[config.mk]
export PLATFORM = sky130hd
export DESIGN_NAME = eag_core
export DESIGN_NICKNAME = d
export VERILOG_FILES = /design/src/eag_pkg.sv /design/src/eag_sum3.sv /design/src/eag_core.sv
export SDC_FILE = /design/constraint.sdc
export NUM_CORES = 1
export LEC_CHECK = 0
export BUFFER_PORTS_ARGS = -buffer_cell sky130_fd_sc_hd__buf_2
export CORE_ASPECT_RATIO = 1.25
export CORE_MARGIN = 8
export CORE_UTILIZATION = 40
export CTS_CLUSTER_DIAMETER = 150
export DETAILED_ROUTE_END_ITERATION = 16
export GPL_TIMING_DRIVEN = 0
export PLACE_DENSITY = 0.69
export SLEW_MARGIN = 15
export SYNTH_ARGS = -nofsm -noshare
export SYNTH_HDL_FRONTEND = slang
export SYNTH_SLANG_ARGS = --single-unit
export TNS_END_PERCENT = 100
[constraint.sdc]
create_clock -name clk_i -period 11.2 [get_ports clk_i]
set_input_delay 2.24 -clock clk_i [delete_from_list [all_inputs] [get_ports clk_i]]
set_output_delay 2.24 -clock clk_i [all_outputs]
set_load 0.05 [all_outputs]
[src/eag_pkg.sv]
// shared constants, types and carriers for the effective address generator
// assumes a single core clock and requests from decoder logic on that clock
package eag_pkg;

    localparam int XLEN = 32;
    localparam int GPR_COUNT = 8;
    localparam int SEL_W = 3;
    localparam int NUM_MODES = 11;
    localparam int EXTRA_CLOCKS = 1;
    localparam logic [SEL_W-1:0] STACK_POINTER_REG = 3'h4;
    localparam logic [XLEN-1:0] ADDR16_MASK = 32'h0000ffff;
    localparam logic [XLEN-1:0] RESET_WORD = 32'h00000000;
    localparam logic [1:0] RST_SYNC_RESET = 2'h0;
    localparam int BYTE_HI_SEL = 4;

    typedef enum logic [3:0] {
        MODE_REG,
        MODE_IMM,
        MODE_DIRECT,
        MODE_REG_INDIRECT,
        MODE_BASED,
        MODE_INDEX,
        MODE_SCALED_INDEX,
        MODE_BASED_INDEX,
        MODE_BASED_SCALED_INDEX,
        MODE_BASED_INDEX_DISP,
        MODE_BASED_SCALED_INDEX_DISP
    } eag_mode_t;

    typedef enum logic [1:0] {
        DISP_NONE,
        DISP_BYTE,
        DISP_WORD,
        DISP_DWORD
    } eag_disp_size_t;

    typedef enum logic [1:0] {
        WIDTH_8,
        WIDTH_16,
        WIDTH_32
    } eag_width_t;

    typedef enum logic [1:0] {
        ERR_NONE,
        ERR_SP_INDEX,
        ERR_BAD_DISP,
        ERR_BAD_MODE
    } eag_err_t;

    typedef enum logic {
        PH_RUN,
        PH_EXTRA
    } eag_phase_t;

    typedef struct packed {
        eag_mode_t mode;
        logic [SEL_W-1:0] base_sel;
        logic [SEL_W-1:0] index_sel;
        logic [1:0] scale_code;
        eag_disp_size_t disp_size;
        logic [XLEN-1:0] disp;
        logic [XLEN-1:0] imm;
        logic [XLEN-1:0] seg_base;
        logic code_size_flag;
        logic addr_size_pfx;
        logic opnd_size_pfx;
        logic byte_op;
    } eag_req_t;

    typedef struct packed {
        logic is_mem;
        eag_width_t width;
        logic addr16;
        logic [XLEN-1:0] operand;
        logic [XLEN-1:0] effective_addr;
        logic [XLEN-1:0] linear;
    } eag_resp_t;

endpackage : eag_pkg

[src/eag_sum3.sv]
// three-operand wrapping adder for the offset path
// assumes operands already sign-extended and scaled by the caller
`timescale 1ns/1ps
module eag_sum3
    import eag_pkg::*;
(
    // operands
    input wire logic [XLEN-1:0] a_i,
    input wire logic [XLEN-1:0] b_i,
    input wire logic [XLEN-1:0] c_i,
    // 16-bit address size wraps at 64k
    input wire logic addr16_i,
    // result
    output logic [XLEN-1:0] sum_o
);

    logic [XLEN-1:0] raw;

    always_comb begin
        raw = XLEN'(a_i + b_i + c_i);
        sum_o = addr16_i ? (raw & ADDR16_MASK) : raw;
    end

endmodule : eag_sum3

[src/eag_core.sv]
// operand addressing and linear address generation
// assumes decoder and register file run on clk_i; gpr_i is sampled when a request is taken
`timescale 1ns/1ps
module eag_core
    import eag_pkg::*;
(
    // clock and reset
    input wire logic clk_i,
    input wire logic rstn_i,
    // request from the decoder
    input wire logic req_valid_i,
    input wire eag_req_t req_i,
    output logic ready_o,
    // register file contents
    input wire logic [GPR_COUNT-1:0][XLEN-1:0] gpr_i,
    // answer to the segmentation unit
    output logic resp_valid_o,
    output eag_resp_t resp_o,
    output logic err_o,
    output eag_err_t err_code_o
);

    typedef struct packed {
        eag_phase_t phase;
        logic ready;
        logic valid;
        logic err;
        eag_err_t err_code;
        eag_resp_t resp;
        logic [XLEN-1:0] partial;
        logic [XLEN-1:0] pend_disp;
        logic [XLEN-1:0] pend_seg;
        logic pend_addr16;
        eag_width_t pend_width;
    } eag_state_t;

    eag_state_t state_r;
    eag_state_t state_nxt;
    logic [1:0] rst_sync_r;
    logic rst_n;

    // decode terms
    logic addr16;
    logic opnd16;
    eag_width_t width;
    logic [XLEN-1:0] base_val;
    logic [XLEN-1:0] index_val;
    logic [XLEN-1:0] index_scaled;
    logic [XLEN-1:0] disp_ext;
    logic [XLEN-1:0] reg_operand;
    logic [XLEN-1:0] imm_operand;
    logic [XLEN-1:0] width_mask;
    logic [SEL_W-1:0] byte_reg;
    logic is_mem;
    logic bad_index;
    logic bad_disp;
    logic bad_mode;
    logic combined;

    // adder hookup
    logic [XLEN-1:0] add_a;
    logic [XLEN-1:0] add_b;
    logic [XLEN-1:0] add_c;
    logic add_addr16;
    logic [XLEN-1:0] add_sum;

    // reset release through two flops so every state flop leaves reset on one edge
    always_ff @(posedge clk_i or negedge rstn_i) begin
        if (!rstn_i) begin
            rst_sync_r <= RST_SYNC_RESET;
        end else begin
            rst_sync_r <= {rst_sync_r[0], 1'b1};
        end
    end

    assign rst_n = rst_sync_r[1];

    eag_sum3 u_sum3 (
        .a_i(add_a),
        .b_i(add_b),
        .c_i(add_c),
        .addr16_i(add_addr16),
        .sum_o(add_sum)
    );

    always_comb begin
        addr16 = ~(req_i.code_size_flag ^ req_i.addr_size_pfx);
        opnd16 = ~(req_i.code_size_flag ^ req_i.opnd_size_pfx);
        if (req_i.byte_op) begin
            width = WIDTH_8;
        end else if (opnd16) begin
            width = WIDTH_16;
        end else begin
            width = WIDTH_32;
        end
        unique case (width)
            WIDTH_8: width_mask = 32'h000000ff;
            WIDTH_16: width_mask = 32'h0000ffff;
            default: width_mask = 32'hffffffff;
        endcase
        base_val = gpr_i[req_i.base_sel];
        index_val = gpr_i[req_i.index_sel];
        index_scaled = XLEN'(index_val << req_i.scale_code);
        unique case (req_i.disp_size)
            DISP_NONE: disp_ext = RESET_WORD;
            DISP_BYTE: disp_ext = {{24{req_i.disp[7]}}, req_i.disp[7:0]};
            DISP_WORD: disp_ext = {{16{req_i.disp[15]}}, req_i.disp[15:0]};
            DISP_DWORD: disp_ext = req_i.disp;
        endcase
        // byte registers four and up are high bytes
        byte_reg = req_i.base_sel & 3'h3;
        if (req_i.byte_op && (int'(req_i.base_sel) >= BYTE_HI_SEL)) begin
            reg_operand = {24'h000000, gpr_i[byte_reg][15:8]};
        end else begin
            reg_operand = gpr_i[req_i.base_sel] & width_mask;
        end
        imm_operand = req_i.imm & width_mask;
        is_mem = (req_i.mode != MODE_REG) && (req_i.mode != MODE_IMM);
        unique case (req_i.mode)
            MODE_INDEX, MODE_SCALED_INDEX, MODE_BASED_INDEX, MODE_BASED_SCALED_INDEX,
            MODE_BASED_INDEX_DISP, MODE_BASED_SCALED_INDEX_DISP:
                bad_index = (req_i.index_sel == STACK_POINTER_REG);
            default: bad_index = 1'b0;
        endcase
        // word displacement only for direct or 16-bit addressing
        bad_disp = is_mem && !addr16 && (req_i.disp_size == DISP_WORD) && (req_i.mode != MODE_DIRECT);
        // only the eleven modes are legal
        bad_mode = (int'(req_i.mode) >= NUM_MODES);
        unique case (req_i.mode)
            MODE_BASED_INDEX, MODE_BASED_SCALED_INDEX, MODE_BASED_INDEX_DISP,
            MODE_BASED_SCALED_INDEX_DISP:
                combined = 1'b1;
            default: combined = 1'b0;
        endcase
    end

    always_comb begin
        state_nxt = state_r;
        state_nxt.valid = 1'b0;
        state_nxt.err = 1'b0;
        state_nxt.err_code = ERR_NONE;
        add_a = RESET_WORD;
        add_b = RESET_WORD;
        add_c = RESET_WORD;
        add_addr16 = 1'b0;
        unique case (state_r.phase)
            PH_RUN: begin
                if (req_valid_i && state_r.ready) begin
                    // offset operands per mode, absent parts zero
                    unique case (req_i.mode)
                        MODE_DIRECT: begin
                            add_a = disp_ext;
                        end
                        MODE_REG_INDIRECT: begin
                            add_a = base_val;
                        end
                        MODE_BASED: begin
                            add_a = base_val;
                            add_b = disp_ext;
                        end
                        MODE_INDEX: begin
                            add_a = index_val;
                            add_b = disp_ext;
                        end
                        MODE_SCALED_INDEX: begin
                            add_a = index_scaled;
                            add_b = disp_ext;
                        end
                        MODE_BASED_INDEX, MODE_BASED_INDEX_DISP: begin
                            add_a = base_val;
                            add_b = index_val;
                        end
                        MODE_BASED_SCALED_INDEX, MODE_BASED_SCALED_INDEX_DISP: begin
                            add_a = base_val;
                            add_b = index_scaled;
                        end
                        default: begin
                            add_a = RESET_WORD;
                        end
                    endcase
                    add_addr16 = addr16 && !combined;
                    if (bad_mode || bad_index || bad_disp) begin
                        state_nxt.err = 1'b1;
                        if (bad_mode) begin
                            state_nxt.err_code = ERR_BAD_MODE;
                        end else if (bad_index) begin
                            state_nxt.err_code = ERR_SP_INDEX;
                        end else begin
                            state_nxt.err_code = ERR_BAD_DISP;
                        end
                    end else if (!is_mem) begin
                        state_nxt.valid = 1'b1;
                        state_nxt.resp.is_mem = 1'b0;
                        state_nxt.resp.width = width;
                        state_nxt.resp.addr16 = addr16;
                        state_nxt.resp.effective_addr = RESET_WORD;
                        state_nxt.resp.linear = RESET_WORD;
                        if (req_i.mode == MODE_REG) begin
                            state_nxt.resp.operand = reg_operand;
                        end else begin
                            state_nxt.resp.operand = imm_operand;
                        end
                    end else if (combined) begin
                        // hold partial sum one extra clock
                        state_nxt.phase = PH_EXTRA;
                        state_nxt.ready = 1'b0;
                        state_nxt.partial = add_sum;
                        if ((req_i.mode == MODE_BASED_INDEX_DISP) || (req_i.mode == MODE_BASED_SCALED_INDEX_DISP)) begin
                            state_nxt.pend_disp = disp_ext;
                        end else begin
                            state_nxt.pend_disp = RESET_WORD;
                        end
                        state_nxt.pend_seg = req_i.seg_base;
                        state_nxt.pend_addr16 = addr16;
                        state_nxt.pend_width = width;
                    end else begin
                        state_nxt.valid = 1'b1;
                        state_nxt.resp.is_mem = 1'b1;
                        state_nxt.resp.width = width;
                        state_nxt.resp.addr16 = addr16;
                        state_nxt.resp.operand = RESET_WORD;
                        state_nxt.resp.effective_addr = add_sum;
                        state_nxt.resp.linear = XLEN'(req_i.seg_base + add_sum);
                    end
                end
            end
            PH_EXTRA: begin
                // partial plus displacement completes the sum
                add_a = state_r.partial;
                add_b = state_r.pend_disp;
                add_addr16 = state_r.pend_addr16;
                state_nxt.phase = PH_RUN;
                state_nxt.ready = 1'b1;
                state_nxt.valid = 1'b1;
                state_nxt.resp.is_mem = 1'b1;
                state_nxt.resp.width = state_r.pend_width;
                state_nxt.resp.addr16 = state_r.pend_addr16;
                state_nxt.resp.operand = RESET_WORD;
                state_nxt.resp.effective_addr = add_sum;
                state_nxt.resp.linear = XLEN'(state_r.pend_seg + add_sum);
            end
        endcase
    end

    always_ff @(posedge clk_i or negedge rst_n) begin
        if (!rst_n) begin
            state_r.phase <= PH_RUN;
            state_r.ready <= 1'b0;
            state_r.valid <= 1'b0;
            state_r.err <= 1'b0;
            state_r.err_code <= ERR_NONE;
            state_r.resp <= '0;
            state_r.partial <= RESET_WORD;
            state_r.pend_disp <= RESET_WORD;
            state_r.pend_seg <= RESET_WORD;
            state_r.pend_addr16 <= 1'b0;
            state_r.pend_width <= WIDTH_32;
        end else begin
            state_r <= state_nxt;
            // ready rises on the first edge after reset release
            if (state_r.phase == PH_RUN) begin
                state_r.ready <= 1'b1;
            end
            if (state_nxt.phase == PH_EXTRA) begin
                state_r.ready <= 1'b0;
            end
        end
    end

    assign ready_o = state_r.ready;
    assign resp_valid_o = state_r.valid;
    assign resp_o = state_r.resp;
    assign err_o = state_r.err;
    assign err_code_o = state_r.err_code;

endmodule : eag_core

==> flow_metrics.tcl, run 1 <==
set metrics [dict create \
    synthArstFlopShare_pct 100 \
    drt_iter0_markers 1624 \
    syn_nets 2692 \
    path_common_cell "o21ai_0" \
    place_area_um2 23000 \
    setup_ws_ns 0.478 \
    synth.yosys.warnings 0 \
    finish.net_count 3191 \
    flow.area_growth_from_synthesis_pct 21.4 \
    stdcell_area_um2 24000 \
    count_of_flip_flops_with_a_built_in_enable_after_synthesis 0 \
    pnr_total_power_mw 3.33 \
    finish.utilization_pct 48.9 \
    timing_worst_slew_pin_value_ns 1.16 \
    peakVddDrop_mv 0.140 \
    post_drt_wl_per_cell_um 26.6 \
    tritoncts "done" \
    vias 20500 \
    setup_failing_eps_final 0 \
    placement.io_buffers 471 \
    syn_area_um2 19700 \
    area_occupied_by_multi_input_gates_um2 13100 \
    path_max_fanout 10 \
    die_area_um2 56800 \
    grt.total_usage_pct 30.2 \
    yosys-top-cells-area "dfrtp_1, mux4_2, nand2_1" \
    power.share.sequential_pct 29.6 \
    slew_headroom_pct 21.7 \
    worst-endpoint-required_ns 11.62 \
    synth-seq-cells 207 \
    crit_type "in -> reg" \
    worst_ep_arrival_time_ns 11.14 \
    placeableCoreArea_um2 49100 \
    whs_ns 0.356 \
    detail_route.drc_violations 0 \
    ys.flop_type "dfrtp_1" \
    worst_setup_path_start_kind "input port" \
    synth.top_cell.area_share_pct 26.1 \
    stdcell_count 3408 \
    power.density_nw_per_um2 139 \
    die_width_um 215 \
    clock_power_share_pct 28.2 \
    clk_path_buf_depth 3 \
    cts_root_buffer "clkbuf_16" \
    power.net_switching_mw 1.33 \
    yosysSeqAreaShare_pct 26.2 \
    ys_types 73 \
    synth.avg_cell_area_um2 8.88 \
    number_of_hold_violations_in_the_final_report 0 \
    cts-buffers-inserted 24 \
    fmax_ghz 0.0933 \
    total_wire_length_after_detailed_routing_um 90500 \
    netSwitchingFraction_pct 39.8 \
    maxcap_viol_count 0 \
    worstSkewPairLatency_ns 0.57 \
    placedCellCount 3348 \
    timing.final.crit_period_ns 10.72 \
    routabilityCongestion 1.06 \
    p_leak_nw 11.5 \
    pin_count_of_the_biggest_net_entering_global_routing 59 \
    drt_pre_antenna_iters 5 \
    pin_count 478 \
    cell_internal_power_mw 2.00 \
    sum_of_negative_setup_slack_ns 0 \
    timing.critical_path.slowest_cell_delay_ns 0.55 \
    antenna_left 0 \
    synth_area_leader_cell "dfrtp_1" \
    avgViaCountPerCell 6.02 \
    cts_max_level 1 \
    via_count_of_the_first_global_routing_pass 21300 \
    combinationalPowerShare_pct 42.2 \
    grt_setup_unrepaired "no" \
    cts.sinks 207 \
    post_route_cells_drive_above_1_share_pct 29.6 \
    worst_hold_path_class "reg -> async" \
    floorplan.initialDensity_pct 40.2 \
    dp_hpwl_um 76300 \
    critPathCaptureType "register" \
    clkTransAtPathRegs_ns 0.06 \
    run_status "finished, final reports clean" \
    placementRows 91 \
    cts_hold_buf 0 \
    layout_worst_path_cycle_share_pct 95.7 \
    grt_first_pass_wirelength_um 132000 \
    globalRouteOverflowTotal 0 \
    dp_worst_setup_slack_ns -0.125 \
    final-max-slew-violation-count 0 \
    initial_antenna_violation_count 34 \
    final-seq-area_um2 5180 \
    floorplan.die.height_um 264 \
    filler_cell_count 4746 \
    skew_ns 0.0401 \
    synthesis.instances 2223 \
    worst_path_max_delay_cell "mux2i_1" \
]
==> area by class of cell <==
type	instances	share of cell area [%]
plain buffers	251	5.61
clock buffers	31	2.82
inverters	33	0.517
multi-input cells	1731	54.6
clock inverters	12	1.05
well taps	651	3.40
diodes	18	0.188
flip-flops and latches	207	21.6
repair buffers	474	10.2
==> power groups by stage <==
stage / sequential, mW / combinational (mW) / clock [mW]
after floorplan: 0.968 / 0.986 / 0
after global placement: 1.00 / 1.35 / 0
after detailed placement: 0.994 / 1.38 / 0
after CTS: 0.982 / 1.39 / 0.945
after global routing: 0.999 / 1.50 / 0.971
final: 0.985 / 1.40 / 0.940
==> placed cells by master (no fill, tap or decap), types with 35 or more instances in the layout <==
| master | instances |
|---|---|
| buf_2 | 480 |
| nand2_1 | 388 |
| dfrtp_1 | 205 |
| o21ai_0 | 173 |
| a21oi_1 | 167 |
| mux4_2 | 127 |
| nor2_1 | 123 |
| clkbuf_1 | 116 |
| buf_4 | 102 |
| ha_1 | 93 |
| mux2i_1 | 78 |
| a22o_1 | 63 |
| xnor2_1 | 55 |
| a21o_1 | 40 |
| a211oi_1 | 39 |
| mux2_2 | 35 |
==> cell families (layout without fill, tap and decap cells) <==
| group | count (synthesis) | count (layout) | share of synthesized area (%) |
|---|---|---|---|
| other cells | 1 | 19 | 0.0190 |
| simple gates | 640 | 640 | 13.7 |
| mux | 243 | 243 | 20.7 |
| buf+inv | 285 | 801 | 7.45 |
| compound gates | 664 | 664 | 21.8 |
| flops | 207 | 207 | 26.2 |
| fa+ha+maj | 96 | 96 | 6.20 |
| xor+xnor | 87 | 87 | 3.90 |
==> synth_stat cells (55+ instances only) <==
| library cell | n |
|---|---|
| nand2_1 | 388 |
| dfrtp_1 | 206 |
| o21ai_0 | 173 |
| a21oi_1 | 168 |
| mux4_2 | 127 |
| nor2_1 | 123 |
| clkbuf_1 | 114 |
| buf_4 | 102 |
| ha_1 | 93 |
| mux2i_1 | 78 |
| a22o_1 | 63 |
| xnor2_1 | 55 |
==> repair_timing <==
item / in CTS / in global routing
endpoints found under the setup margin: 0 / 2
buffers inserted: 0 / 0
resized for setup: 0 / 2
endpoints found under the hold margin: 0 / 0
==> registers in the layout, summed over array words and instances, names as in the netlist <==
register	flops
err_o	1
resp_o	100
err_code_o	2
rst_sync_r	2
resp_valid_o	1
state_r	100
ready_o	1
==> critical path, delay by kind of cell <==
kind                       cells  cell delay, ns
buffers and inverters          4            1.27
muxes                          2            0.94
and+or+nand+nor                4            0.63
adders and majority gates      2            0.75
xor gates and xnor gates       3            0.62
AOI/OAI and AO/OA             20            4.63
==> final timing paths <==
kind                                 end  slack (ns)          start  cells after the start
min                           resp_o[23]        0.36  rst_sync_r[1]                      0
max reg2reg                   resp_o[31]        2.53   state_r[204]                     32
max in group asynchronous  rst_sync_r[1]        9.62         rstn_i                      1
min reg2reg                   resp_o[23]        0.36  rst_sync_r[1]                      0
max                           resp_o[31]        0.48     req_i[105]                     35
min in group clk_i         rst_sync_r[1]        0.36  rst_sync_r[0]                      0
==> metal layers <==
layer | track usage, % | vias up | wire (µm)
li1 | - | 9154 | -
met1 | 34.5 | 9918 | 32900
met2 | 54.4 | 1237 | 45800
met3 | 4.69 | 219 | 7270
met4 | 15.3 | 0 | 4570
met5 | 0 | - | 0
Power figures use the tool's default switching activity.
==> inputs of run 2 (changes only) <==
Clock period 11.2 ns to 11.4 ns, I/O delays scaled along.
==> flow_metrics.tcl, run 2 (synthesis results as in run 1) <==
set metrics [dict create \
    timing_worst_slew_pin_value_ns 1.22 \
    dp_hpwl_um 76300 \
    cts.sinks 207 \
    post_drt_wl_per_cell_um 26.6 \
    total_wire_length_after_detailed_routing_um 90700 \
    via_count_of_the_first_global_routing_pass 21300 \
    worst-endpoint-required_ns 11.82 \
    crit_type "in -> reg" \
    initial_antenna_violation_count 34 \
    cts-buffers-inserted 24 \
    worst_path_max_delay_cell "buf_1" \
    fmax_ghz 0.0910 \
    die_width_um 215 \
    floorplan.initialDensity_pct 40.2 \
    timing.critical_path.slowest_cell_delay_ns 0.71 \
    detail_route.drc_violations 0 \
    stdcell_count 3410 \
    tritoncts "done" \
    floorplan.die.height_um 264 \
    power.density_nw_per_um2 136 \
    grt_first_pass_wirelength_um 132000 \
    avgViaCountPerCell 6.02 \
    maxcap_viol_count 0 \
    cp.buffers_inverters 4 \
    sum_of_negative_setup_slack_ns 0 \
    antenna_left 0 \
    placedCellCount 3348 \
    timing.final.crit_period_ns 11.00 \
    final-max-slew-violation-count 0 \
    flow.area_growth_from_synthesis_pct 21.4 \
    routabilityCongestion 1.06 \
    mostFrequentLayoutCells "buf_2, nand2_1, dfrtp_1" \
    worst_hold_path_class "reg -> async" \
    placement.io_buffers 471 \
    placeableCoreArea_um2 49100 \
    cts_root_buffer "clkbuf_16" \
    critPathCaptureType "register" \
    slew_headroom_pct 17.5 \
    setup_failing_eps_final 0 \
    p_leak_nw 11.5 \
    cpLargestDelayFamily "compound AO/OA/AOI/OAI gates" \
    grt_setup_unrepaired "no" \
    skew_ns 0.0328 \
    worst_ep_arrival_time_ns 11.42 \
    pin_count 478 \
    layout.cells.most_common "buf_2" \
    placementRows 91 \
    worstSkewPairLatency_ns 0.56 \
    vias 20500 \
    post_route_cells_drive_above_1_share_pct 29.6 \
    clkTransAtPathRegs_ns 0.06 \
    path_max_fanout 10 \
    cts_max_level 1 \
    clk_path_buf_depth 3 \
    post_cts.resized_instances 0 \
    number_of_hold_violations_in_the_final_report 0 \
    drt_iter0_markers 1660 \
    drt_pre_antenna_iters 6 \
    die_area_um2 56800 \
    filler_cell_count 4748 \
    layout_worst_path_cycle_share_pct 96.4 \
    globalRouteOverflowTotal 0 \
    grt.total_usage_pct 30.2 \
    worst_setup_path_start_kind "input port" \
    peakVddDrop_mv 0.137 \
    pin_count_of_the_biggest_net_entering_global_routing 59 \
    finish.utilization_pct 48.9 \
    finish.net_count 3191 \
    run_status "finished, final reports clean" \
]
run 2: changes by cell type in the layout (fill, tap and decap cells not counted), sizes merged:
cell and delta:
clkbuf -1, buf +1, diode +2
run 2: what timing repair did:
action	4_1_cts	5_1_grt
hold buffers	0	0
setup endpoints to repair	0	1
setup buffers	0	0
run 2: layer usage:
layer / routed length [µm] / vias up / share of wire (%) / global-route usage [%]
met2: 45900 / 1227 / 51 / 54.4
met3: 7330 / 223 / 8.1 / 4.69
met1: 32800 / 9912 / 36 / 34.5
met4: 4610 / 0 / 5.1 / 15.3
li1: - / 9159 / - / -
met5: 0 / - / 0 / 0
run 2: worst paths after layout:
check	cells after the start	slack [ns]	end	start
worst max-delay path	33	0.40	resp_o[31]	req_i[105]
worst min-delay path	0	0.36	resp_o[23]	rst_sync_r[1]
worst max register to register	31	2.59	resp_o[31]	state_r[204]
worst min register to register	0	0.36	resp_o[23]	rst_sync_r[1]
max in group asynchronous	1	9.78	rst_sync_r[1]	rstn_i
min in group clk_i	0	0.36	rst_sync_r[1]	rst_sync_r[0]
run 2: metrics by stage:
step | total power [mW] | instance area (µm²) | setup WS, ns | hold slack [ns]
after floorplan | 1.92 | 19700 | 2.05 | 0.331
after global placement | 2.31 | 22900 | 0.116 | 0.336
after detailed placement | 2.34 | 23000 | 0.0352 | 0.343
after CTS | 3.26 | 23900 | 0.542 | 0.356
after global routing | 3.41 | 24000 | 0.0409 | 0.369
final | 3.27 | 24000 | 0.405 | 0.356
run 2: area by class of cell:
cell class	instances	area [µm²]	share of cell area, %
sequential	207	5180	21.6
tap	651	815	3.40
inverter	33	124	0.517
timing repair buffer	474	2440	10.2
multi-input combinational	1731	13100	54.6
clock buffer	31	677	2.82
antenna	20	50.0	0.209
clock inverter	12	253	1.05
buffer	251	1340	5.61
run 2: power by group:
part / switching [mW] / internal, mW
Combinational: 0.859 / 0.522
Clock: 0.345 / 0.577
Sequential: 0.0976 / 0.870
Total: 1.30 / 1.97
==> inputs of run 3 (changes only) <==
Settings changed: CORE_MARGIN 8 to unset, CORE_UTILIZATION 40 to 55, PLACE_DENSITY 0.69 to 0.88, SKIP_LAST_GASP set to 1.
==> flow_metrics.tcl, run 3 (synthesis results as in run 1) <==
set metrics [dict create \
    avgViaCountPerCell 6.52 \
    worst_setup_path_start_kind "input port" \
    die_area_um2 36700 \
    met2_usage_pct 73.6 \
    path_max_fanout 10 \
    post_drt_wl_per_cell_um 25.8 \
    worstReg2RegEnd "resp_o[31]" \
    drt_iter0_markers 2416 \
    run_status "finished, final reports clean" \
    fmax_ghz 0.0908 \
    grtUsageMet3_pct 9.78 \
    worstSkewPairLatency_ns 0.54 \
    flow.area_growth_from_synthesis_pct 19.8 \
    via_count_of_the_first_global_routing_pass 21000 \
    clk_path_buf_depth 3 \
    setup_ws_ns 0.383 \
    p_leak_nw 11.5 \
    floorplan.die.height_um 214 \
    worst_ep_arrival_time_ns 11.44 \
    antenna_left 0 \
    place_area_um2 22800 \
    worst_path_max_delay_cell "a21oi_1" \
    ff2ff_setup_slack_ns 2.73 \
    cts_hold_buf 0 \
    critPathCaptureType "register" \
    gr-usage-met1_pct 49.2 \
    timing.critical_path.slowest_cell_delay_ns 0.54 \
    floorplan.initialDensity_pct 55.8 \
    drt_pre_antenna_iters 6 \
    grt-busiest-layer "met2" \
    timing.final.crit_period_ns 11.02 \
    number_of_hold_violations_in_the_final_report 0 \
    initial_antenna_violation_count 44 \
    post_route_cells_drive_above_1_share_pct 29.6 \
    power.density_nw_per_um2 132 \
    slew_headroom_pct 7.28 \
    timing_worst_slew_pin_value_ns 1.38 \
    cts-buffers-inserted 23 \
    mostFrequentLayoutCells "buf_2, nand2_1, dfrtp_1" \
    vias 21200 \
    cts_max_level 1 \
    final-max-slew-violation-count 0 \
    detail_route.drc_violations 0 \
    worst_hold_path_class "reg -> async" \
    cts.sinks 207 \
    grt_first_pass_wirelength_um 121000 \
    layout_worst_path_cycle_share_pct 96.6 \
    grt.total_usage_pct 44.9 \
    placeableCoreArea_um2 35400 \
    dp_worst_setup_slack_ns -0.0200 \
    maxcap_viol_count 0 \
    setup_failing_eps_final 0 \
    routabilityCongestion 1.03 \
    globalRouteOverflowTotal 0 \
    dp_hpwl_um 68200 \
    skew_ns 0.0133 \
    worst-endpoint-required_ns 11.82 \
    crit_type "in -> reg" \
    cpLargestDelayFamily "compound AO/OA/AOI/OAI gates" \
    die_width_um 171 \
    tritoncts "done" \
    pin_count_of_the_biggest_net_entering_global_routing 57 \
    clkTransAtPathRegs_ns 0.07 \
    pin_count 478 \
    grt_setup_unrepaired "no" \
    pnr_total_power_mw 3.13 \
    ff2ff_path_depth 31 \
    cts_root_buffer "clkbuf_16" \
    finish.net_count 3191 \
    layout.cells.most_common "buf_2" \
    reg2reg_from "state_r[204]" \
    placementRows 77 \
    total_wire_length_after_detailed_routing_um 83800 \
    cp.buffers_inverters 4 \
    placement.io_buffers 471 \
    stdcell_area_um2 23700 \
    peakVddDrop_mv 0.0896 \
]
run 3: cell count changes in the layout (fill, tap and decap cells not counted), moves of 2 or more:
cell and change:
buf_16 -2, diode_2 +22, clkbuf_8 +2, buf_12 +3, inv_6 +2, bufinv_16 -6
run 3: metal layers:
layer / vias to the layer above / routed length, µm
li1: 9184 / -
met1: 10100 / 28400
met2: 1509 / 38900
met3: 453 / 8250
met4: 8 / 8260
met5: - / 46
run 3: area by class of cell:
class / instances / area (µm²)
Multi-Input combinational cell: 1731 / 13100
Fill cell: 2988 / 11700
Sequential cell: 207 / 5180
Timing Repair Buffer: 475 / 2440
Buffer: 251 / 1350
Clock buffer: 32 / 679
Tap cell: 474 / 593
Inverter: 33 / 124
Antenna cell: 42 / 105
Clock inverter: 9 / 90.1
run 3: repair_timing:
| item | CTS | global route |
|---|---|---|
| setup buffers | 0 | 0 |
| endpoints found under the setup margin | 0 | 2 |
| gates resized for setup | 0 | 1 |
run 3: how the worst max path moves through the flow:
stage / from / end / slack, ns / cells after the start
2_1_floorplan: req_i[104] / resp_o[31] / 2.05 / 33
3_3_place_gp: req_i[104] / resp_o[31] / 0.19 / 33
3_5_place_dp: req_i[104] / resp_o[31] / -0.02 / 34
4_1_cts: req_i[104] / resp_o[31] / 0.52 / 34
5_1_grt: req_i[105] / resp_o[31] / 0.01 / 34
6_report: req_i[105] / resp_o[31] / 0.38 / 34
run 3: power by group:
part / internal [mW] / switching (mW) / total, mW
Clock: 0.442 / 0.340 / 0.782
Combinational: 0.523 / 0.861 / 1.38
Sequential: 0.870 / 0.0908 / 0.961
Total: 1.83 / 1.29 / 3.13
run 3: stage by stage:
stage / std cells / util [%] / hold slack [ns] / TNS (ns)
finish: 3254 / 66.9 / 0.309 / 0
global route: 3242 / 66.8 / 0.349 / 0
CTS: 3213 / 66.6 / 0.325 / 0
detailed placement: 3172 / 64.4 / 0.316 / -0.0200
global placement: 3168 / 64.2 / 0.336 / 0
floorplan: 2223 / - / 0.331 / 0
